==> src/include/tpwm_consts.svh <==
// register indices, field positions and reset values of the pwm timer pair
// assumes word-addressed avalon access, 16-bit data in the low half of each word
`ifndef TPWM_CONSTS_SVH
`define TPWM_CONSTS_SVH

// ----------------------------------------------------------------
// register word indices
// ----------------------------------------------------------------
`define TPWM_IDX_CTRL      4'h0
`define TPWM_IDX_COUNT     4'h1
`define TPWM_IDX_PERIOD    4'h2
`define TPWM_IDX_CH0_CTRL  4'h3
`define TPWM_IDX_CH0_CMP   4'h4
`define TPWM_IDX_CH1_CTRL  4'h5
`define TPWM_IDX_CH1_CMP   4'h6

// ----------------------------------------------------------------
// field positions and reset values
// ----------------------------------------------------------------
`define TPWM_FLAG_BIT      7
`define TPWM_RST_BIT       4
`define TPWM_CTRL_RESET    8'h20
`define TPWM_CHAN_RESET    8'h00
`define TPWM_PERIOD_RESET  16'hffff
`define TPWM_CMP_RESET     16'h0000
`define TPWM_DIV_NONE      3'h7

`endif

==> src/include/tpwm_pkg.sv <==
// types shared by the pwm timer pair
// assumes the constants header is compiled alongside
package tpwm_pkg;

	typedef struct packed {
		logic       flag;
		logic       irq_en;
		logic       halt;
		logic       rst;
		logic       spare;
		logic [2:0] div;
	} timer_ctrl_t;

	typedef struct packed {
		logic flag;
		logic irq_en;
		logic msb;
		logic msa;
		logic elsb;
		logic elsa;
		logic tov;
		logic max;
	} chan_ctrl_t;

	typedef enum logic {
		BUS_IDLE = 1'b0,
		BUS_ANS  = 1'b1
	} bus_state_t;

endpackage : tpwm_pkg

==> src/verilog/timer_pwm_channel_pair.sv <==
// 16-bit timer with two compare/pwm channels, buffered pairing and flag handshakes
// assumes an avalon-mm master on clk_in and low-power/break levels synchronous to clk_in
//
// Contract
// - toggle-on-wrap flips pin at period limit
// - pulse spans wrap to compare match
// - period is limit plus one timer ticks
// - duty is compare over period count
// - unbuffered compare uses register immediately
// - channel 0 buffered bit links pair
// - channel 1 takes over at next period
// - each wrap selects last written compare
// - channel 0 control governs; pin 1 freed
// - edge/level 10 clears, 11 sets output
// - toggle off gives constant zero duty
// - full duty bit plus toggle holds active
// - wrap sets flag; irq gated by enable
// - compare sets channel flag; irq if enabled
// - wait mode counts, registers locked, irq wakes
// - stop mode halts, keeps all state
// - break freezes the counter
// - break protects flags unless clear enabled
// - counter restarts at zero after wrap
// - divider select 1..64, code 7 stops
// - flag clears by read-set then write-zero
`timescale 1ns/1ps
`include "tpwm_consts.svh"

module timer_pwm_channel_pair (
	input  wire logic        clk_in,
	input  wire logic        srst_in,
	input  wire logic [3:0]  avs_address_in,
	input  wire logic        avs_read_in,
	input  wire logic        avs_write_in,
	input  wire logic [31:0] avs_writedata_in,
	input  wire logic [3:0]  avs_byteenable_in,
	output logic      [31:0] avs_readdata_out,
	output logic             avs_waitrequest_out,
	input  wire logic        wait_mode_in,
	input  wire logic        stop_mode_in,
	input  wire logic        break_in,
	input  wire logic        break_clear_enable_in,
	output logic             irq_out,
	output logic             chan0_pin_out,
	output logic             chan0_pin_oe_out,
	output logic             chan1_pin_out,
	output logic             chan1_pin_oe_out,
	output logic             chan1_gpio_out
);

	// ----------------------------------------------------------------
	// bus slave: one wait state, reads captured on the first cycle
	// ----------------------------------------------------------------
	tpwm_pkg::bus_state_t st_q;
	logic [15:0]          rdata_q;
	wire                  req     = avs_read_in | avs_write_in;
	wire                  idle    = (st_q == tpwm_pkg::BUS_IDLE);
	wire                  rd_cap  = avs_read_in & idle & ~wait_mode_in;
	wire                  wr_acc  = avs_write_in & ~idle & ~wait_mode_in;
	wire                  clr_ok  = ~break_in | break_clear_enable_in;
	wire [3:0]            adr     = avs_address_in;
	wire                  sel_ctl = (adr == `TPWM_IDX_CTRL);
	wire                  sel_per = (adr == `TPWM_IDX_PERIOD);
	wire [1:0]            sel_cc  = {adr == `TPWM_IDX_CH1_CTRL, adr == `TPWM_IDX_CH0_CTRL};
	wire [1:0]            sel_cmp = {adr == `TPWM_IDX_CH1_CMP, adr == `TPWM_IDX_CH0_CMP};
	wire [1:0]            be      = avs_byteenable_in[1:0];
	wire [15:0]           wd      = avs_writedata_in[15:0];

	assign avs_waitrequest_out = req & idle;
	assign avs_readdata_out    = {16'h0000, rdata_q};

	always_ff @(posedge clk_in) begin
		if (srst_in) begin
			st_q <= tpwm_pkg::BUS_IDLE;
		end else if (req & idle) begin
			st_q <= tpwm_pkg::BUS_ANS;
		end else begin
			st_q <= tpwm_pkg::BUS_IDLE;
		end
	end

	// ----------------------------------------------------------------
	// timer control, prescaler and counter
	// ----------------------------------------------------------------
	tpwm_pkg::timer_ctrl_t tc_q;
	logic                  wrap_arm_q;
	logic [5:0]            pre_q;
	logic [15:0]           cnt_q;
	logic [15:0]           per_q;
	wire tpwm_pkg::timer_ctrl_t tc_w = tpwm_pkg::timer_ctrl_t'(wd[7:0]);
	wire                   wr_ctl   = wr_acc & sel_ctl & be[0];
	wire                   trst_w   = wr_ctl & wd[`TPWM_RST_BIT];
	wire                   run      = ~tc_q.halt & ~stop_mode_in & ~break_in;
	wire [5:0]             div_mask = 6'((7'h01 << tc_q.div) - 7'h01);
	wire                   tick     = run & (tc_q.div != `TPWM_DIV_NONE)
	                                  & ((pre_q & div_mask) == div_mask);
	wire                   wrap_ev  = tick & (cnt_q == per_q);
	wire [15:0]            cnt_nx   = wrap_ev ? 16'h0000 : 16'(cnt_q + 16'h0001);
	wire                   wrap_clr = wr_ctl & ~wd[`TPWM_FLAG_BIT] & wrap_arm_q & clr_ok;

	always_ff @(posedge clk_in) begin
		if (srst_in) begin
			pre_q <= 6'h00;
			cnt_q <= 16'h0000;
		end else if (trst_w) begin
			pre_q <= 6'h00;
			cnt_q <= 16'h0000;
		end else begin
			if (run)
				pre_q <= 6'(pre_q + 6'h01);
			if (tick)
				cnt_q <= cnt_nx;
		end
	end

	always_ff @(posedge clk_in) begin
		if (srst_in) begin
			tc_q       <= tpwm_pkg::timer_ctrl_t'(`TPWM_CTRL_RESET);
			per_q      <= `TPWM_PERIOD_RESET;
			wrap_arm_q <= 1'b0;
		end else begin
			// a new wrap beats a clear in the same cycle
			tc_q.flag <= wrap_ev | (tc_q.flag & ~wrap_clr);
			if (wr_ctl) begin
				tc_q.irq_en <= tc_w.irq_en;
				tc_q.halt   <= tc_w.halt;
				tc_q.div    <= tc_w.div;
			end
			if (wr_acc & sel_per & be[0])
				per_q[7:0] <= wd[7:0];
			if (wr_acc & sel_per & be[1])
				per_q[15:8] <= wd[15:8];
			if (wrap_ev)
				wrap_arm_q <= 1'b0;
			else if (rd_cap & sel_ctl & tc_q.flag & clr_ok)
				wrap_arm_q <= 1'b1;
			else if (wr_ctl & clr_ok)
				wrap_arm_q <= 1'b0;
		end
	end

	// ----------------------------------------------------------------
	// channels; channel 0 may own both compare registers
	// ----------------------------------------------------------------
	logic [1:0][15:0] cmp_all;
	logic [1:0][7:0]  cc_all;
	logic [1:0]       oc_v;
	logic [1:0]       cmp_ev;
	logic [1:0]       out_v;
	logic [1:0]       full_v;
	logic [1:0]       act_v;
	logic             last_wr_q;
	logic             act_sel_q;
	wire              buffered = cc_all[0][5];
	wire [1:0]        en_v     = {~buffered, 1'b1};
	wire [1:0]        wr_cmp   = {2{wr_acc & (be[0] | be[1])}} & sel_cmp;

	always_ff @(posedge clk_in) begin
		if (srst_in | ~buffered) begin
			last_wr_q <= 1'b0;
			act_sel_q <= 1'b0;
		end else begin
			if (wr_cmp[1])
				last_wr_q <= 1'b1;
			else if (wr_cmp[0])
				last_wr_q <= 1'b0;
			if (wrap_ev)
				act_sel_q <= last_wr_q;
		end
	end

	genvar i;
	generate
		for (i = 0; i < 2; i = i + 1) begin : g_chan
			tpwm_pkg::chan_ctrl_t cc_q;
			logic [15:0]          cmp_q;
			logic                 out_q;
			logic                 arm_q;
			logic                 t_d;
			wire tpwm_pkg::chan_ctrl_t cw = tpwm_pkg::chan_ctrl_t'(wd[7:0]);
			wire [15:0] cmp_use = (i == 0 && buffered && act_sel_q) ? cmp_all[1] : cmp_q;
			wire        drive   = cc_q.elsb | cc_q.elsa;
			wire        oc      = en_v[i] & drive & (cc_q.msa | cc_q.msb);
			wire        ev      = oc & tick & (cnt_nx == cmp_use);
			wire        wr_cc   = wr_acc & sel_cc[i] & be[0] & en_v[i];
			wire        clr     = wr_cc & ~cw.flag & arm_q & clr_ok;

			always_comb begin
				t_d = out_q;
				if (wrap_ev & cc_q.tov)
					t_d = ~t_d;
				if (ev) begin
					case ({cc_q.elsb, cc_q.elsa})
						2'b01:   t_d = ~t_d;
						2'b10:   t_d = 1'b0;
						2'b11:   t_d = 1'b1;
						default: t_d = out_q;
					endcase
				end
			end

			always_ff @(posedge clk_in) begin
				if (srst_in) begin
					cc_q  <= tpwm_pkg::chan_ctrl_t'(`TPWM_CHAN_RESET);
					cmp_q <= `TPWM_CMP_RESET;
					out_q <= 1'b0;
					arm_q <= 1'b0;
				end else begin
					cc_q.flag <= ev | (cc_q.flag & ~clr);
					if (wr_cc) begin
						cc_q.irq_en <= cw.irq_en;
						cc_q.msb    <= (i == 0) ? cw.msb : 1'b0;
						cc_q.msa    <= cw.msa;
						cc_q.elsb   <= cw.elsb;
						cc_q.elsa   <= cw.elsa;
						cc_q.tov    <= cw.tov;
						cc_q.max    <= cw.max;
					end
					if (wr_cmp[i] & be[0])
						cmp_q[7:0] <= wd[7:0];
					if (wr_cmp[i] & be[1])
						cmp_q[15:8] <= wd[15:8];
					if (ev)
						arm_q <= 1'b0;
					else if (rd_cap & sel_cc[i] & cc_q.flag & clr_ok & en_v[i])
						arm_q <= 1'b1;
					else if (wr_cc & clr_ok)
						arm_q <= 1'b0;
					if (!drive)
						out_q <= ~cc_q.msa;
					else if (oc & cc_q.max & cc_q.tov)
						out_q <= ~cc_q.elsa;
					else if (oc)
						out_q <= t_d;
				end
			end

			assign cmp_all[i] = cmp_q;
			assign cc_all[i]  = cc_q;
			assign oc_v[i]    = oc;
			assign cmp_ev[i]  = ev;
			assign out_v[i]   = out_q;
			assign full_v[i]  = cc_q.max & cc_q.tov;
			assign act_v[i]   = ~cc_q.elsa;
		end
	endgenerate

	// ----------------------------------------------------------------
	// read mux, pins and interrupt
	// ----------------------------------------------------------------
	wire [7:0]  cc1_rd = en_v[1] ? cc_all[1] : 8'h00;
	wire [15:0] rd_mux = sel_ctl                    ? {8'h00, tc_q} :
	                     (adr == `TPWM_IDX_COUNT)   ? cnt_q :
	                     sel_per                    ? per_q :
	                     sel_cc[0]                  ? {8'h00, cc_all[0]} :
	                     sel_cmp[0]                 ? cmp_all[0] :
	                     sel_cc[1]                  ? {8'h00, cc1_rd} :
	                     sel_cmp[1]                 ? cmp_all[1] : 16'h0000;
	wire [1:0]  ch_irq = {cc_all[1][7] & cc_all[1][6], cc_all[0][7] & cc_all[0][6]} & en_v;

	always_ff @(posedge clk_in) begin
		if (srst_in)
			rdata_q <= 16'h0000;
		else if (req & idle)
			rdata_q <= rd_cap ? rd_mux : 16'h0000;
	end

	// the irq stays live in wait mode so any enabled source wakes the core
	assign irq_out          = (tc_q.flag & tc_q.irq_en) | (|ch_irq);
	assign chan0_pin_out    = out_v[0];
	assign chan0_pin_oe_out = oc_v[0];
	assign chan1_pin_out    = out_v[1];
	assign chan1_pin_oe_out = oc_v[1];
	assign chan1_gpio_out   = buffered;
endmodule : timer_pwm_channel_pair
==> config.mk <==
export PLATFORM = sky130hd
export DESIGN_NAME = timer_pwm_channel_pair
export DESIGN_NICKNAME = d
export VERILOG_FILES = /design/src/include/tpwm_pkg.sv /design/src/verilog/timer_pwm_channel_pair.sv
export VERILOG_INCLUDE_DIRS = /design/src /design/src/include
export SDC_FILE = /design/constraint.sdc
export NUM_CORES = 1
export LEC_CHECK = 0
export ABC_AREA = 1
export BUFFER_PORTS_ARGS = -buffer_cell sky130_fd_sc_hd__buf_2
export CAP_MARGIN = 20
export CORE_UTILIZATION = 45
export CTS_CLUSTER_SIZE = 16
export DETAILED_ROUTE_END_ITERATION = 8
export GPL_TIMING_DRIVEN = 0
export HOLD_SLACK_MARGIN = 0.1
export PLACE_DENSITY = 0.73
export SLEW_MARGIN = 20
export SYNTH_ARGS = -nofsm -noshare
export SYNTH_HDL_FRONTEND = slang
export SYNTH_SLANG_ARGS = --single-unit
==> constraint.sdc <==
create_clock -name clk_in -period 2.8 [get_ports clk_in]
set_clock_uncertainty 0.2 [all_clocks]
set_input_delay 0.14 -clock clk_in [delete_from_list [all_inputs] [get_ports clk_in]]
set_output_delay 0.14 -clock clk_in [all_outputs]
set_load 0.02 [all_outputs]
# --- Word-level counts from Yosys, hierarchy flattened ---
# Index checks and enable logic that the tools add are counted.
classes:
  n_addsub: 3
  eq_ne: 21
  shift: 1
  n_mux: 32
  bitwise: 99
  n_reduce_logical: 13
ops:
  columns: ["operator", "count"]
  rows:
  - ["$mux 16", 10]
  - ["$and 1x1->1", 67]
  - ["$eq 16x16->1", 3]
  - ["$mux 1", 19]
  - ["$not 1->1", 18]
  - ["$add 16x1->16 const B", 1]
  - ["$eq 4x3->1 const B", 3]
  - ["$ne 6x2->1 const B", 2]
  - ["$or 1x1->1", 11]
  - ["$reduce_or 2->1", 5]
  - ["$eq 2x2->1 const B", 4]
  - ["$eq 4x2->1 const B", 2]
  - ["$mux 8", 1]
  - ["$reduce_bool 2->1", 4]
  - ["$add 6x1->6 const B", 1]
  - ["$and 6x6->6", 1]
  - ["$eq 6x6->1", 1]
  - ["$ne 3x1->1 const B", 2]
  - ["$pmux 1 s3", 2]
  - ["$shl 1x3->6 const A", 1]
  - ["$sub 6x1->6 const B", 1]
  - ["$and 2x2->2", 2]
  - ["$eq 2x1->1 const B", 2]
  - ["$eq 4x1->1 const B", 1]
  - ["other kinds (4)", 5]
word_totals:
  ff_bits: 115
  output_inout_bits: 39
  word_cells: 205

# --- Depth between registers and ports, before layout ---
logic_depth:
  ltp_word: 14
  ltp_mapped: 21
  ltp_nobuf: 20

# --- Worst setup path before layout ---
# No wires, ideal clock.
synth_timing:
  path_kind: "register -> register"
  from: "register cnt_q[0]"
  to: "register g_chan[1].out_q, in the netlist chan1_pin_out"
  t_arrival_ns: 2.042
  required_ns: 2.530
  setup_slack_ns: 0.488
  path_stages_with_launch: 20
  cell_sequence: "dfxtp_1 > ha_1 > nand2_1 > nor2_1 > nand2_1 > nor2_1 > nand4_1 > nand2_1 > nand2_1 > nand2_1 > nand2_1 > nor2_1 > nand3_1 > nor2_1 > nand2_1 > nand2_1 > nand3_1 > nand2_1 > nand2_1 > a21oi_1"
synth_via:
  elab_chain_len: 10
  elab_cells_between_ends: 16
  cone_classes: "1 x add/sub; 3 x eq/ne; 7 x mux; 4 x bitwise; 1 x reduce/logical"
synth_lines:
  columns: ["element", "line", "source"]
  rows:
  - ["start: declaration", "timer_pwm_channel_pair.sv:88", "logic [15:0] cnt_q;"]
  - ["start signal: assignment", "timer_pwm_channel_pair.sv:112", "cnt_q <= cnt_nx;"]
  - ["branches (longest 10 deep; another with $add 16x1->16)", null, null]
  - ["end signal: assignment", "timer_pwm_channel_pair.sv:230", "out_q <= ~cc_q.msa;"]
  - ["end signal: assignment", "timer_pwm_channel_pair.sv:232", "out_q <= ~cc_q.elsa;"]
  - ["end signal: assignment", "timer_pwm_channel_pair.sv:234", "out_q <= t_d;"]
  - ["end: declaration", "timer_pwm_channel_pair.sv:177", "logic out_q;"]
# Several ways; the timed one is not identified. The select of a mux whose other input is x is not followed.
# A chain may end at the register's enable or synchronous reset.

# --- Worst setup path after layout ---
layout_timing:
  from: "input avs_address_in[2]"
  to: "register per_q[6]"
layout_via:
  elab_chain_len: 3
layout_lines:
  columns: ["element", "line", "source"]
  rows:
  - ["start: declaration", "timer_pwm_channel_pair.sv:32", "input wire logic [3:0] avs_address_in,"]
  - ["$eq 4x2->1 (no source line)", null, null]
  - ["$and 1x1->1 (2 in series)", "timer_pwm_channel_pair.sv:129", "if (wr_acc & sel_per & be[0])"]
  - ["end signal: assignment", "timer_pwm_channel_pair.sv:119", "per_q <= `TPWM_PERIOD_RESET;"]
  - ["end signal: assignment", "timer_pwm_channel_pair.sv:130", "per_q[7:0] <= wd[7:0];"]
  - ["end: declaration", "timer_pwm_channel_pair.sv:89", "logic [15:0] per_q;"]
# No other way between the ends.

==> results.ini <==
[floorplanning]
die_w_um = 124.8
ios = 87
die_h_um = 124.8
start_util_pct = 46.34
core_area_um2 = 14640
die-area_um2 = 15580
row_count = 44

[logic_synthesis]
synth_seq_cells = 115
synth_edf_count = 0
synthArstFlopShare_pct = 0
synthCells = 1075
synth_area_leaders = dfxtp_1 (34%), nand2_1 (14%), o21ai_0 (11%)
ys_types = 39
yosys.area.top_type = dfxtp_1
synthFlopType = dfxtp_1
synth_most_common_cell = nand2_1
ys_warn_count = 0
yosys-top-cells-count = nand2_1 (254), o21ai_0 (144), inv_1 (129), dfxtp_1 (115), nor2_1 (112)
synth_top_area_share_pct = 33.92
postSynthAreaPerCell_um2 = 6.313
syn_area_um2 = 6787
yosysSeqAreaShare_pct = 33.92

[worst_setup_path]
crit-reg2reg-capture = chan1_pin_out
critPathArrivalTime_ps = 2860
ff2ff_path_depth = 19
worstSetupStartpointType = input pin
worstPathMaxFanout = 10
cp-end-kind = register
path_class = in2reg
r2r_start = cnt_q[0]
rrSetupSlack_ps = 110
cp_data_required_time_ps = 2940

[finish]
finalNonFillerCells = 1394
finalInstanceArea_um2 = 8491
diodes = 0
area.growth.synth_to_final_pct = 25.11
nets = 1252
fill_cells = 1404
drive_gt1_share_pct = 15.87

[worst_hold_path]
holdPathEnd = tc_q[0]
hp-class = in2reg
min_path_cells = 6
hp-start = avs_address_in[3]

[drt]
highest_layer = met4
drtPass1Iterations = 9
ant_nets = 0
wl_um = 24490
wl_met1_um = 9872
viasPerCell = 5.562
drtIter0Drc = 831
via_count = 7753
routed-wl-met3_um = 2712
wl_met2_um = 11060
wire_per_inst_um = 17.57
drc_errors = 4

[placed_design]
dpl-instance-area_um2 = 7328
io_buffers = 51
dp_cells = 1325
hpwl_um = 18100
gp_congestion = 1.012

[run]
cap_viol_max_count = 0

[clock_tree]
clock_latency_ps = 430
clockBufferDepth = 2
cts_buffers = 17
cts.sinks = 115
htree_levels = 4
clkTransAtPathRegs_ps = 60
cts_tree = yes
cts_root_buf = clkbuf_16

[sta]
holdWs_ps = 115.7
tns_ps = 0
setup_violations = 0
report.final.slew_viol_count = 0
rsz0062_at_grt = true
slew_headroom_pct = 43.39
fin_crit_sh_pct = 96.91
fmax_mhz = 368.5
finalHoldViolCount = 0
layout_min_cycle_time_ps = 2714
worst_slew_pin_slew_ps = 846.0

[global_routing]
grt_start_max_net_pins = 17
track_usage_pct = 31.91
grt_pass1_vias = 7094
grt_pass1_wl_um = 37890
overflow = 0
antenna_found_initial = 0

[power]
powerDensity_nw_per_um2 = 485.4
power_frac_comb_pct = 7.3
switching_share_pct = 24.29
p_seq_share_pct = 40.2
internal_power_mw = 3.120
clkPwrFrac_pct = 52.5
p_sw_mw = 1.001
ir_worst_vdd_uv = 481.9
p_leak_nw = 3.856

[run_status]
violations = design-rule violations
status = finished with violations

-- routing by layer --
metal	track usage (%)	vias up
li1	-	3750
met1	41.18	3488
met2	50.36	455
met4	15.32	0
met3	7.045	60
met5	0	-
-- power by group through the flow --
stage	clock network [mW]	registers, mW	logic [mW]
6_report	2.16	1.66	0.300
5_1_grt	2.23	1.66	0.320
4_1_cts	2.16	1.66	0.289
3_5_place_dp	0	1.69	0.260
3_3_place_gp	0	1.69	0.258
2_1_floorplan	0	1.71	0.145
-- registers in the layout, indices dropped and copies added (netlist names), 2 cells and up --
name	count
g_chan.cmp_q	32
g_chan.arm_q	2
cnt_q	16
cc_all	14
rdata_q	16
per_q	16
tc_q	6
pre_q	6
-- cell usage in the layout, fill, tap and decap left out, types with 3 or more instances in the layout --
master / instances
nand2_1: 242
o21ai_0: 141
inv_1: 125
a21oi_1: 105
dfxtp_1: 99
nor2_1: 94
buf_2: 51
nand3_1: 49
clkbuf_1: 32
buf_4: 27
dlygate4sd3_1: 27
o211ai_1: 17
clkbuf_16: 17
conb_1: 16
nor2_2: 14
nand2_2: 13
dfxtp_2: 13
xor2_1: 10
o22ai_1: 10
inv_2: 8
nor2_4: 8
o221ai_1: 8
nand3b_1: 7
nor3_1: 6
buf_6: 6
nand4_1: 6
o21ai_1: 5
nand3_2: 5
ha_1: 5
clkinvlp_4: 4
nand3_4: 3
o41ai_1: 3
clkinv_2: 3
clkbuf_8: 3
dfxtp_4: 3
-- through the flow --
stage | power, mW | utilization (%) | worst slack, ps
after floorplan | 1.851 | - | 488.0
after global routing | 4.213 | 57.98 | -65.07
after global placement | 1.953 | 50.04 | -229.6
after CTS | 4.110 | 56.25 | 7.355
after detailed placement | 1.955 | 50.04 | -243.8
final | 4.121 | 57.98 | 86.43
-- worst max-delay path by stage --
stage                       from       endpoint  slack [ps]  depth (start not counted)
6_report       avs_address_in[2]       per_q[6]          90                         10
5_1_grt                 cnt_q[0]  chan0_pin_out         -70                         18
4_1_cts                cnt_q[13]  chan1_pin_out           7                         20
3_5_place_dp           cnt_q[13]  chan0_pin_out        -240                         18
3_3_place_gp           cnt_q[12]  chan0_pin_out        -230                         17
2_1_floorplan           cnt_q[0]  chan1_pin_out         490                         19
-- layout make-up --
type	instances	area [µm²]	share of cell area [%]
clock buffers	22	474.2	5.585
inverters	135	506.7	5.968
plain buffers	56	320.3	3.772
multi-input cells	785	3924	46.21
clock inverters	9	105.1	1.238
flip-flops and latches	115	2330	27.44
repair buffers	88	600.6	7.073
well taps	184	230.2	2.711
-- repair_timing --
action                                  in CTS  in global routing
endpoints found under the hold margin       85                  0
endpoints found under the setup margin       6                 14
resized for setup                           14                 71
gates cloned                                 0                  1
setup buffers                                2                  8
hold buffers                                27                  0
pin swaps                                    1                 16
-- logic make-up after synthesis --
kind of cell	share of synthesized area, %
compound gates	23.19
simple gates	27.93
fa+ha+maj	1.106
buf+inv	11.98
flops	33.92
other cells	0.05526
xor+xnor	1.807
-- critical path, stage by stage --
cell and delay, ps:
dlygate4sd3_1 540, buf_2 130, nor2_1 260, nand2_1 120
nor2_1 280, clkinv_1 370, nor2_1 440, clkbuf_1 370
a21oi_1 100, o21ai_0 100
Power figures use the tool's default switching activity.
